### src/pkg/atfs_pkg.sv
package atfs_pkg;
  // register offsets (task file index)
  localparam logic [3:0] OFS_CYL_LOW   = 4'h4;
  localparam logic [3:0] OFS_CYL_HIGH  = 4'h5;
  localparam logic [3:0] OFS_UNIT_HEAD = 4'h6;
  localparam logic [3:0] OFS_STATUS    = 4'h7;
  localparam logic [3:0] OFS_CONTROL   = 4'hE;
  localparam logic [3:0] OFS_UNIT_ADDR = 4'hF;
  // unit/head select fields
  localparam int UH_LINEAR_POS = 6;
  localparam int UH_UNIT_POS   = 4;
  localparam logic [7:0] UH_FIXED_ONES = 8'hA0;
  // status fields
  localparam int ST_BUSY_POS  = 7;
  localparam int ST_READY_POS = 6;
  localparam int ST_WF_POS    = 5;
  localparam int ST_SEEK_POS  = 4;
  localparam int ST_DRQ_POS   = 3;
  localparam int ST_FIX_POS   = 2;
  localparam int ST_IDX_POS   = 1;
  localparam int ST_ERR_POS   = 0;
  // control fields
  localparam int CT_SRST_POS  = 2;
  localparam int CT_NIEN_POS  = 1;
  // reset values
  localparam logic [7:0] CYL_RESET       = 8'h00;
  localparam logic [7:0] UNIT_HEAD_RESET = 8'hA0;
  localparam logic [7:0] ZERO8           = 8'h00;
  // diagnostic code loaded by soft reset
  localparam logic [7:0] DIAG_CODE       = 8'h01;
endpackage

### src/verilog/atfs_flag.sv
`timescale 1ns/1ps
// sticky flag: set wins over clear
module atfs_flag (
  // clock and reset
  input  wire logic i_clk_sys,
  input  wire logic i_reset,
  // control
  input  wire logic i_set,
  input  wire logic i_clr,
  // state
  output logic      o_q
);
  logic q_r;
  logic q_nxt;
  always_comb begin
    q_nxt = q_r;
    if (i_clr) begin
      q_nxt = 1'b0;
    end
    if (i_set) begin
      q_nxt = 1'b1;
    end
  end
  always_ff @(posedge i_clk_sys or posedge i_reset) begin
    if (i_reset) begin
      q_r <= 1'b0;
    end else begin
      q_r <= q_nxt;
    end
  end
  assign o_q = q_r;
endmodule

### src/verilog/atfs_reg8.sv
`timescale 1ns/1ps
// byte register with load and reset value
module atfs_reg8 #(
  parameter logic [7:0] RESET_VAL = 8'h00
) (
  // clock and reset
  input  wire logic       i_clk_sys,
  input  wire logic       i_reset,
  // load
  input  wire logic       i_load,
  input  wire logic [7:0] i_d,
  // state
  output logic      [7:0] o_q
);
  logic [7:0] q_r;
  logic [7:0] q_nxt;
  always_comb begin
    q_nxt = i_load ? i_d : q_r;
  end
  always_ff @(posedge i_clk_sys or posedge i_reset) begin
    if (i_reset) begin
      q_r <= RESET_VAL;
    end else begin
      q_r <= q_nxt;
    end
  end
  assign o_q = q_r;
endmodule

### src/verilog/atfs_regs.sv
`timescale 1ns/1ps
//
// Contract
// - cylinder low: cylinder low bits or address 15..8
// - cylinder high: cylinder high or address 23..16
// - bit 6 picks linear mode; 7,5 read one
// - linear address built from four registers
// - geometry mode: bits 3..0 form head number
// - bit 4 selects unit; respond on match
// - status read clears interrupt; shadow read keeps
// - busy hides other bits, refuses host writes except to control
// - ready after power-up; seek complete when ready
// - bit 5 shows write fault
// - data request set; cleared by next command
// - corrected data flag, read continues
// - index bit always reads zero
// - error flag; cleared by next command
// - control register writable even while busy
// - soft reset clears status, loads diagnostic
// - interrupt disable bit, powers on zero
// - write in progress reads zero at bit 6
// - readback bits 5..2 invert head bits
// - readback bits 1,0 low for selected unit
//
module atfs_regs (
  // clock and reset
  input  wire logic        i_clk_sys,
  input  wire logic        i_reset,
  // task file access port
  input  wire logic [3:0]  i_addr,
  input  wire logic        i_rd,
  input  wire logic        i_wr,
  input  wire logic [7:0]  i_wdata,
  output logic      [7:0]  o_rdata,
  // card configuration
  input  wire logic        i_unit_number,
  // core events and state
  input  wire logic        i_busy,
  input  wire logic        i_ready,
  input  wire logic        i_write_fault,
  input  wire logic        i_drq_set,
  input  wire logic        i_fixed_set,
  input  wire logic        i_err_set,
  input  wire logic        i_irq_event,
  input  wire logic        i_write_active,
  input  wire logic        i_cmd_issued,
  input  wire logic        i_fail_load,
  input  wire logic [27:0] i_fail_addr,
  input  wire logic [7:0]  i_sector_number,
  // outputs to core and host
  output logic [27:0]      o_block_addr,
  output logic [3:0]       o_head,
  output logic             o_linear_mode,
  output logic             o_selected,
  output logic             o_soft_reset,
  output logic [7:0]       o_diag_code,
  output logic             o_irq_disable,
  output logic             o_interrupt_request_n
);
  // ==========================================
  // access decode
  logic sel_ok;
  logic wr_ok;
  logic rd_ok;
  logic [7:0] cyl_low_q;
  logic [7:0] cyl_high_q;
  logic [7:0] uh_q;
  logic       unit_match;
  logic       wr_cyl_low;
  logic       wr_cyl_high;
  logic       wr_uh;
  logic       wr_ctl;
  assign unit_match = (uh_q[atfs_pkg::UH_UNIT_POS] == i_unit_number);
  assign sel_ok     = unit_match;
  // refused writes drop silently; the host polls busy first
  // busy refuses writes except to control
  assign wr_ok      = i_wr && sel_ok && !i_busy;
  assign rd_ok      = i_rd && sel_ok;
  assign wr_cyl_low  = wr_ok && (i_addr == atfs_pkg::OFS_CYL_LOW);
  assign wr_cyl_high = wr_ok && (i_addr == atfs_pkg::OFS_CYL_HIGH);
  // unit/head write is honoured by both units so selection can move
  assign wr_uh       = i_wr && !i_busy && (i_addr == atfs_pkg::OFS_UNIT_HEAD);
  assign wr_ctl      = i_wr && (i_addr == atfs_pkg::OFS_CONTROL);

  // ==========================================
  // address registers
  logic [7:0] cyl_low_d;
  logic [7:0] cyl_high_d;
  logic [7:0] uh_d;
  // bits 7 and 5 forced high
  // a core reload beats a host write in the same cycle
  always_comb begin
    if (i_fail_load) begin
      cyl_low_d  = i_fail_addr[15:8];
      cyl_high_d = i_fail_addr[23:16];
      uh_d       = {uh_q[7:4], i_fail_addr[27:24]} | atfs_pkg::UH_FIXED_ONES;
    end else begin
      cyl_low_d  = i_wdata;
      cyl_high_d = i_wdata;
      uh_d       = i_wdata | atfs_pkg::UH_FIXED_ONES;
    end
  end

  atfs_reg8 #(.RESET_VAL(atfs_pkg::CYL_RESET)) u_cyl_low (
    .i_clk_sys (i_clk_sys),
    .i_reset   (i_reset),
    .i_load    (wr_cyl_low || i_fail_load),
    .i_d       (cyl_low_d),
    .o_q       (cyl_low_q)
  );
  atfs_reg8 #(.RESET_VAL(atfs_pkg::CYL_RESET)) u_cyl_high (
    .i_clk_sys (i_clk_sys),
    .i_reset   (i_reset),
    .i_load    (wr_cyl_high || i_fail_load),
    .i_d       (cyl_high_d),
    .o_q       (cyl_high_q)
  );
  atfs_reg8 #(.RESET_VAL(atfs_pkg::UNIT_HEAD_RESET)) u_unit_head (
    .i_clk_sys (i_clk_sys),
    .i_reset   (i_reset),
    .i_load    (wr_uh || i_fail_load),
    .i_d       (uh_d),
    .o_q       (uh_q)
  );

  assign o_linear_mode = uh_q[atfs_pkg::UH_LINEAR_POS];
  assign o_block_addr  = {uh_q[3:0], cyl_high_q, cyl_low_q, i_sector_number};
  assign o_head        = uh_q[3:0];
  assign o_selected    = unit_match;

  // ==========================================
  // control register
  logic srst_r;
  logic srst_nxt;
  logic nien_r;
  logic nien_nxt;
  logic [7:0] diag_r;
  logic [7:0] diag_nxt;
  always_comb begin
    srst_nxt = srst_r;
    nien_nxt = nien_r;
    diag_nxt = diag_r;
    if (wr_ctl) begin
      srst_nxt = i_wdata[atfs_pkg::CT_SRST_POS];
      nien_nxt = i_wdata[atfs_pkg::CT_NIEN_POS];
      // code stays until power-on reset; the error register lives elsewhere
      if (i_wdata[atfs_pkg::CT_SRST_POS]) begin
        diag_nxt = atfs_pkg::DIAG_CODE;
      end
    end
  end
  always_ff @(posedge i_clk_sys or posedge i_reset) begin
    if (i_reset) begin
      srst_r <= 1'b0;
      nien_r <= 1'b0;
      diag_r <= atfs_pkg::ZERO8;
    end else begin
      srst_r <= srst_nxt;
      nien_r <= nien_nxt;
      diag_r <= diag_nxt;
    end
  end
  assign o_soft_reset  = srst_r;
  assign o_irq_disable = nien_r;
  assign o_diag_code   = diag_r;

  // ==========================================
  // status flags
  logic flag_clr;
  logic drq_q;
  logic fixed_q;
  logic err_q;
  logic irq_q;
  logic status_rd;
  // next command or soft reset clears
  assign flag_clr  = i_cmd_issued || srst_r;
  assign status_rd = rd_ok && (i_addr == atfs_pkg::OFS_STATUS);

  atfs_flag u_drq (
    .i_clk_sys (i_clk_sys),
    .i_reset   (i_reset),
    .i_set     (i_drq_set && !srst_r),
    .i_clr     (flag_clr),
    .o_q       (drq_q)
  );
  // corrected data, does not stop core
  atfs_flag u_fixed (
    .i_clk_sys (i_clk_sys),
    .i_reset   (i_reset),
    .i_set     (i_fixed_set && !srst_r),
    .i_clr     (flag_clr),
    .o_q       (fixed_q)
  );
  atfs_flag u_err (
    .i_clk_sys (i_clk_sys),
    .i_reset   (i_reset),
    .i_set     (i_err_set && !srst_r),
    .i_clr     (flag_clr),
    .o_q       (err_q)
  );
  atfs_flag u_irq (
    .i_clk_sys (i_clk_sys),
    .i_reset   (i_reset),
    .i_set     (i_irq_event && !srst_r),
    .i_clr     (status_rd || srst_r),
    .o_q       (irq_q)
  );

  assign o_interrupt_request_n = !(irq_q && !nien_r);

  // ==========================================
  // readback levels
  logic write_in_progress_n;
  logic unit1_selected_n;
  logic unit0_selected_n;
  assign write_in_progress_n = !i_write_active;
  assign unit1_selected_n    = !(i_unit_number && unit_match);
  assign unit0_selected_n    = !(!i_unit_number && unit_match);

  // ==========================================
  // read path
  logic [7:0] status_v;
  logic [7:0] readback_v;
  logic       ready_v;
  always_comb begin
    status_v = atfs_pkg::ZERO8;
    // soft reset shows a cleared status apart from busy
    ready_v  = i_ready && !srst_r;
    if (i_busy || srst_r) begin
      status_v[atfs_pkg::ST_BUSY_POS] = 1'b1;
    end else begin
      status_v[atfs_pkg::ST_READY_POS] = ready_v;
      status_v[atfs_pkg::ST_SEEK_POS]  = ready_v;
      status_v[atfs_pkg::ST_WF_POS]    = i_write_fault;
      status_v[atfs_pkg::ST_DRQ_POS]   = drq_q;
      status_v[atfs_pkg::ST_FIX_POS]   = fixed_q;
      status_v[atfs_pkg::ST_IDX_POS]   = 1'b0;
      status_v[atfs_pkg::ST_ERR_POS]   = err_q;
    end
  end
  always_comb begin
    // bit 7 undefined, driven zero
    readback_v    = atfs_pkg::ZERO8;
    readback_v[6] = write_in_progress_n;
    readback_v[5:2] = ~uh_q[3:0];
    readback_v[1] = unit1_selected_n;
    readback_v[0] = unit0_selected_n;
  end

  logic [7:0] rdata_r;
  logic [7:0] rdata_nxt;
  always_comb begin
    rdata_nxt = rdata_r;
    if (rd_ok) begin
      unique case (i_addr)
        atfs_pkg::OFS_CYL_LOW:   rdata_nxt = i_busy ? status_v : cyl_low_q;
        atfs_pkg::OFS_CYL_HIGH:  rdata_nxt = i_busy ? status_v : cyl_high_q;
        atfs_pkg::OFS_UNIT_HEAD: rdata_nxt = i_busy ? status_v : uh_q;
        atfs_pkg::OFS_STATUS:    rdata_nxt = status_v;
        atfs_pkg::OFS_CONTROL:   rdata_nxt = status_v;
        atfs_pkg::OFS_UNIT_ADDR: rdata_nxt = readback_v;
        default:                 rdata_nxt = atfs_pkg::ZERO8;
      endcase
    end
  end
  always_ff @(posedge i_clk_sys or posedge i_reset) begin
    if (i_reset) begin
      rdata_r <= atfs_pkg::ZERO8;
    end else begin
      rdata_r <= rdata_nxt;
    end
  end
  assign o_rdata = rdata_r;
endmodule

### config.mk
export PLATFORM = sky130hd
export DESIGN_NAME = atfs_regs
export DESIGN_NICKNAME = d
export VERILOG_FILES = /design/src/pkg/atfs_pkg.sv /design/src/verilog/atfs_flag.sv /design/src/verilog/atfs_reg8.sv /design/src/verilog/atfs_regs.sv
export SDC_FILE = /design/constraint.sdc
export NUM_CORES = 1
export LEC_CHECK = 0
export ABC_CLOCK_PERIOD_IN_PS = 4500
export BUFFER_PORTS_ARGS = -buffer_cell sky130_fd_sc_hd__buf_2
export CAP_MARGIN = 20
export CORE_ASPECT_RATIO = 1.4
export CORE_MARGIN = 5
export CORE_UTILIZATION = 51
export CTS_CLUSTER_SIZE = 20
export DETAILED_ROUTE_END_ITERATION = 8
export PLACE_DENSITY_LB_ADDON = 0.1
export SYNTH_ARGS = -nofsm -noshare
export SYNTH_HDL_FRONTEND = slang
export SYNTH_HIERARCHICAL = 1
export SYNTH_SLANG_ARGS = --single-unit
### constraint.sdc
create_clock -name i_clk_sys -period 4.5 [get_ports i_clk_sys]
set_input_delay 1.125 -clock i_clk_sys [delete_from_list [all_inputs] [get_ports i_clk_sys]]
set_output_delay 1.125 -clock i_clk_sys [all_outputs]
set_load 0.005 [all_outputs]
; ---- Yosys cells after proc, flatten, opt, wreduce, memory -nomap -nowiden
; Index checks and enable logic that the tools add are counted.
[op_classes]
n_eq_ne = 7
n_mux = 15
n_bitwise = 2
n_reduce_logical = 38
[op_table]
columns = cell, count
row1 = two-way mux 8 bit, 5
row2 = case mux 8 bit (5 select lines), 1
row3 = logical AND 1 bit, 17
row4 = == test 4 x 3 -> 1 bit (second input constant), 4
row5 = == test 4 bit (second input constant), 2
row6 = logical NOT 1 bit, 8
row7 = nonzero test 2 bit, 4
row8 = two-way mux 1 bit, 7
row9 = two-way mux 7 bit, 1
row10 = logical OR 1 bit, 6
row11 = two-way mux 4 bit, 1
row12 = inverter 4 bit, 1
row13 = AND reduction 2 bit, 2
row14 = OR reduction 2 bit, 1
row15 = == test 1 bit, 1
row16 = inverter 1 bit, 1
[totals]
reg_bits = 39
input_bits = 63
out_inout_bits = 53
elab_cells = 74

; ---- Depth between registers and ports, before layout
; Gate-level depths: netlist of the first run.
[depth]
ltp_word = 6
mapped_depth = 7
ltp_nobuf = 6

; ---- Hierarchy
; Netlist of the first run, hierarchy kept.
[by_module_without_submodules]
columns = mod, instances, cells_per_inst, area_each_um2
row1 = atfs_regs, 1, 191, 1305.0
row2 = atfs_reg8 (u_cyl_high ...), 2, 18, 335.3
row3 = atfs_reg8 (u_unit_head), 1, 18, 337.8
row4 = atfs_flag, 4, 4, 40.0

; ---- Worst setup path after synthesis of the first run
; OpenSTA, ideal clock, no wires.
[synth_path]
path_kind = input to output
startpoint = in i_unit_number
endpoint = out o_selected
arrival_time_ns = 1.520
required_time_ns = 3.375
path_slack_ns = 1.855
path_stages = 3
cell_sequence = inv_1 -> ha_1 -> inv_1
[synth_between]
elab_chain_len = 1
[synth_lines]
columns = item, line_no
row1 = "start, declared", atfs_regs.sv:36  ; input wire logic i_unit_number,
row2 = == test 1 bit, atfs_regs.sv:73  ; assign unit_match = (uh_q[atfs_pkg::UH_UNIT_POS] == i_unit_number);
row3 = "end, declared", atfs_regs.sv:54  ; output logic o_selected,
; No other way between the ends.

; ---- Worst setup path after layout of the first run
; Ends and elaborated chain as after synthesis.

==> flow_summary.ini, run 1 <==
[outcome]
status = completed

[critical_path]
path_class = input port to primary output
required_ps = 3380
end_kind = primary output
arrival_ps = 1790
path_max_fanout = 4
slowest_delay_ps = 330
path_cells = buf_2, inv_1, ha_1, inv_1, buf_2
slowest_stage = ha_1
startpoint_type = input port

[timing]
fmax_ghz = 0.343
fin_crit_ps = 2910
max_slew_margin = 0.653
slew_violations = 0
hold_ws_ps = 483
rsz0062_at_grt = false
postLayoutSetupSlackWorst_ps = 1590
setup_viol = 0
finalHoldViolCount = 0
worst_slew_pin_slew_ps = 521
setup_tns_ps = 0
clock_skew_ps = 4.37
finalCritPeriodShare = 0.647

[logic_synthesis]
synth_area_mm2 = 0.00247
ys.flop_type = dfrtp_1
synth_mux_area_frac = 0.179
synth_edf_count = 0
yosysUniqueCellTypes = 36
synth_compound_area_frac = 0.0926
ys_async_sr_fraction = 1.00
ys.warnings.count = 6
avgSynthCellArea_um2 = 9.48
yosysSeqAreaShare = 0.396
synth_top_family_by_area = simple AND/OR/NAND/NOR gates
synth_simple_gate_area_frac = 0.193
syn_inst = 261
synth-seq-cells = 39
synth_xor_xnor_area_share = 0.00658
synth-adder-area-share = 0.0101

[global_routing]
antenna_found_initial = 0
groute.usage.overall = 0.189
overflow = 0
grt_max_degree = 34
grt_pass1_wl_um = 9260
grt_pass1_vias = 1962

[layout]
fin_cells = 392
diodes = 0
fin_util = 0.600
final_area_mm2 = 0.00286
syn2layout_area_growth_pct = 15.7
final_nets = 392
final_layout_size_suffix_gt1_frac = 0.381

[clock_network]
cts_buffers = 5
cts_buffer_depth = 2
ctsResizeCount = 0
cts_tree = yes
clk_pin_slew_ps = 70
holdBufCountCts = 0
cts-root-buf = clkbuf_8
cts_setup_buffers = 0
htree_levels = 2
insertion_delay_ps = 280
cts.sinks = 39

[route]
drt_first_iter_violations = 92
drt_pass1_iterations = 4
via_per_inst = 4.90
vias = 1921
antenna_left = 0
drc_errors = 0
wl_per_cell_um = 14.6
drt_wl_total_um = 5720

[floorplanning]
num_rows = 30
ios = 116
die_h_um = 92.4
start_util = 0.519
fp.dieArea_mm2 = 0.00636
fp.dieW_um = 68.9
core_area_mm2 = 0.00477

[run]
drv_cap = 0

[power]
p_leak_nw = 1.60
power_mw = 0.942
p_per_area_mw_per_mm2 = 329
irDropWorstVdd_v = 0.000167

[placed_design]
pre_cts_slack_ps = 1580
gp_congestion = 0.788
placed_cells = 384
placed_area_mm2 = 0.00276
dpl.hpwl_um = 4670
portBuffers = 84

[min_path]
holdCritPathClass = flip-flop to flip-flop
## worst max-delay path, delay by kind of cell
| family | cells | cell delay (ps) |
|---|---|---|
| buf+inv | 4 | 330 |
| fa+ha+maj | 1 | 330 |
## cells in the final DEF, fill, tap and decap left out, drive strengths merged, types with 2 or more instances in the layout
cell type / synthesis / routed
a21o: 5 / 5
a21oi: 14 / 14
a31o: 2 / 2
buf: 29 / 84
clkbuf: 3 / 8
conb: 2 / 9
dfrtp: 37 / 37
dfstp: 2 / 2
ha: 2 / 2
inv: 16 / 16
mux2: 25 / 25
mux2i: 7 / 7
nand2: 55 / 55
nand2b: 11 / 11
nand3: 3 / 3
nand4: 2 / 2
nor2: 20 / 20
nor2b: 6 / 6
o21ai: 2 / 2
o21bai: 2 / 2
o221ai: 6 / 6
## sequential cells by signal, summed over array words and instances, names as in the netlist
signal           count
u_fixed/o_q          1
u_irq/o_q            1
u_unit_head/o_q      8
u_cyl_low/o_q        8
u_err/o_q            1
u_drq/o_q            1
o_diag_code          1
u_cyl_high/o_q       8
o_irq_disable        1
o_rdata              8
o_soft_reset         1
## synthesized netlist by cell type, types with 3 or more instances
cell      instances  area share
nand2_1          54       0.082
dfrtp_1          37        0.37
mux2_4           24        0.15
buf_4            23       0.070
nor2_1           20       0.030
inv_1            16       0.024
a21oi_1          14       0.028
nand2b_1         11       0.028
mux2i_1           7       0.028
nor2b_1           6       0.015
o221ai_1          6       0.021
a21o_1            5       0.015
buf_6             4       0.018
clkbuf_1          3      0.0046
## cell families after synthesis
logic type                 count (synthesis)
AOI/OAI and AO/OA                         34
xor gates and xnor gates                   1
adders and majority gates                  2
buffers and inverters                     48
DFF                                       39
muxes                                     32
other                                      2
and+or+nand+nor                          103
## final timing paths
| kind | cells after the start | from | slack, ps | to |
|---|---|---|---|---|
| worst min-delay path | 1 | o_diag_code[0]$_DFFE_PP0P_ | 480 | o_diag_code[0]$_DFFE_PP0P_ |
| worst max-delay path | 5 | i_unit_number | 1590 | o_selected |
| min in group asynchronous | 2 | i_reset | 750 | u_err/o_q$_DFFE_PP0P_ |
| max in group asynchronous | 2 | i_reset | 3300 | o_rdata[6]$_DFFE_PP0N_ |
| worst max register to register | 5 | u_unit_head/o_q[4]$_DFFE_PP0P_ | 2510 | u_cyl_low/o_q[2]$_DFFE_PP0P_ |
| worst min register to register | 1 | o_diag_code[0]$_DFFE_PP0P_ | 480 | o_diag_code[0]$_DFFE_PP0P_ |
## area by class of cell
type                    instances  area (um^2)
well taps                      64         80.1
multi-input cells             181         1220
fillers                       462         1910
clock buffers                   8          100
flip-flops and latches         39          978
inverters                      16         60.1
repair buffers                 84          420
## report_power, final
group          switching [mW]  total [mW]  internal (mW)
combinational           0.111       0.240          0.130
clock                   0.115       0.255          0.140
sequential             0.0457       0.447          0.401
## per-layer routing
metal / global-route usage / share of wire / up-vias
met1: 0.247 / 0.43 / 886
met2: 0.307 / 0.51 / 64
met4: 0.0569 / 0.00070 / 0
met3: 0.0376 / 0.060 / 2
li1: - / - / 969
met5: 0 / 0 / -
No activity file was read; power rests on OpenSTA's default activity.
==> run 2: changes to the inputs <==
--- a/config.mk
+++ b/config.mk
@@ -5,12 +5,12 @@
 export SDC_FILE = /design/constraint.sdc
 export NUM_CORES = 1
 export LEC_CHECK = 0
-export ABC_CLOCK_PERIOD_IN_PS = 4500
+export ABC_CLOCK_PERIOD_IN_PS = 2500
 export BUFFER_PORTS_ARGS = -buffer_cell sky130_fd_sc_hd__buf_2
 export CAP_MARGIN = 20
 export CORE_ASPECT_RATIO = 1.4
 export CORE_MARGIN = 5
-export CORE_UTILIZATION = 51
+export CORE_UTILIZATION = 42
 export CTS_CLUSTER_SIZE = 20
 export DETAILED_ROUTE_END_ITERATION = 8
 export PLACE_DENSITY_LB_ADDON = 0.1
==> constraint.sdc (replaced) <==
create_clock -name i_clk_sys -period 2.5 [get_ports i_clk_sys]
set_input_delay 0.625 -clock i_clk_sys [delete_from_list [all_inputs] [get_ports i_clk_sys]]
set_output_delay 0.625 -clock i_clk_sys [all_outputs]
set_load 0.005 [all_outputs]
==> run 2 against run 1 <==
  * Sequential cell count unchanged
  * Core utilization fell by 10 points
  * Cell count rose by 2.6%
  * Final area is 1.0% higher
==> flow_summary.ini, run 2 (synthesized netlist as in run 1, its figures left out) <==
[critical_path]
arrival_ps = 2100
path_class = flip-flop to flip-flop
rr_worst_depth = 5
end_kind = flip-flop
r2r-start = u_unit_head/o_q[4]$_DFFE_PP0P_
slowest_stage = dfrtp_1
crit_path_start = u_unit_head/o_q[4]$_DFFE_PP0P_
rrSetupSlack_ps = 570
startpoint_type = flip-flop
slowest_delay_ps = 430
r2r_end = u_cyl_high/o_q[0]$_DFFE_PP0P_
path_max_fanout = 8
required_ps = 2680
path_cells = inv_1, ha_1, nor3_1, a31o_2, mux2_4

[layout]
fin_util = 0.500
final_area_mm2 = 0.00289
syn2layout_area_growth_pct = 16.8
fin_cells = 402
mostFrequentLayoutCells = buf_2, nand2_1, dfrtp_1
final_layout_size_suffix_gt1_frac = 0.389
final_nets = 396
layout_commonest_cell = buf_2
diodes = 0

[floorplanning]
start_util = 0.428
fp.dieW_um = 74.9
core_area_mm2 = 0.00578
fp.dieArea_mm2 = 0.00755
ios = 116
num_rows = 33
die_h_um = 101

[clock_network]
cts_tree = yes
ctsResizeCount = 0
cts_setup_buffers = 0
holdBufCountCts = 0
clk_pin_slew_ps = 80
cts_buffer_depth = 2
insertion_delay_ps = 290
htree_levels = 2
cts.sinks = 39
cts_buffers = 5
cts-root-buf = clkbuf_8

[global_routing]
antenna_found_initial = 0
grt_max_degree = 20
groute.usage.overall = 0.167
grt_use_met3 = 0.0349
top_usage_layer = met2
use_met2 = 0.278
overflow = 0
grt_pass1_vias = 1953
grt_pass1_wl_um = 9580
grtUsageMet1 = 0.212

[route]
vias = 1952
drc_errors = 0
drt_pass1_iterations = 4
via_per_inst = 4.86
wl_per_cell_um = 15.2
antenna_left = 0
drt_first_iter_violations = 87
drt_wl_total_um = 6130

[timing]
setup_viol = 0
fin_crit_ps = 1930
rsz0062_at_grt = false
setup_tns_ps = 0
postLayoutSetupSlackWorst_ps = 575
fmax_ghz = 0.519
slew_violations = 0
hold_ws_ps = 244
finalCritPeriodShare = 0.770
clock_skew_ps = 5.07
finalHoldViolCount = 0

[min_path]
holdCritPathClass = input port to async pin

[placed_design]
pre_cts_slack_ps = 273
dpl.hpwl_um = 4960
portBuffers = 84
gp_congestion = 0.830
placed_area_mm2 = 0.00280
placed_cells = 394

[power]
p_leak_nw = 1.62
irDropWorstVdd_v = 0.000249
p_per_area_mw_per_mm2 = 582
power_mw = 1.68

[outcome]
status = completed

[run]
drv_cap = 0
==> run 2: cell types whose count changed in the layout (fill, tap and decap cells not counted) <==
cell and change:
clkinv_2 +1, clkbuf_8 -1, buf_4 +4
==> run 2: metal layers <==
layer	up-vias	routed length [um]
li1	973	-
met1	908	2580
met2	63	3040
met3	8	402
met4	0	108
met5	-	0
==> run 2: worst max path at each step <==
stage	to	slack, ps	depth (start not counted)
4_1_cts	u_cyl_high/o_q[0]$_DFFE_PP0P_	570	5
3_5_place_dp	u_cyl_high/o_q[0]$_DFFE_PP0P_	270	6
3_3_place_gp	u_cyl_high/o_q[6]$_DFFE_PP0P_	310	6
5_1_grt	u_cyl_high/o_q[1]$_DFFE_PP0P_	440	5
2_1_floorplan	u_cyl_high/o_q[0]$_DFFE_PP0P_	590	6
6_report	u_cyl_high/o_q[0]$_DFFE_PP0P_	570	5
==> run 2: final cells by class <==
| cell class | count | area [um^2] |
|---|---|---|
| Multi-Input combinational cell | 181 | 1220 |
| Sequential cell | 39 | 978 |
| Timing Repair Buffer | 88 | 450 |
| Clock inverter | 1 | 5.00 |
| Inverter | 16 | 60.1 |
| Tap cell | 70 | 87.6 |
| Clock buffer | 7 | 86.3 |
| Fill cell | 594 | 2890 |
==> run 2: power breakdown <==
part	internal, mW	leakage, nW	switching, mW	total (mW)
registers	0.722	0.477	0.0822	0.804
logic	0.237	1.09	0.202	0.440
clock network	0.223	0.0482	0.215	0.438
==> run 2: critical path: cells and delay by family (launching register included) <==
kind,cells,cell delay [ps]
adders and majority gates,1,320
buffers and inverters,1,70
DFF,1,430
and+or+nand+nor,1,260
muxes,1,330
AOI/OAI and AO/OA,1,400
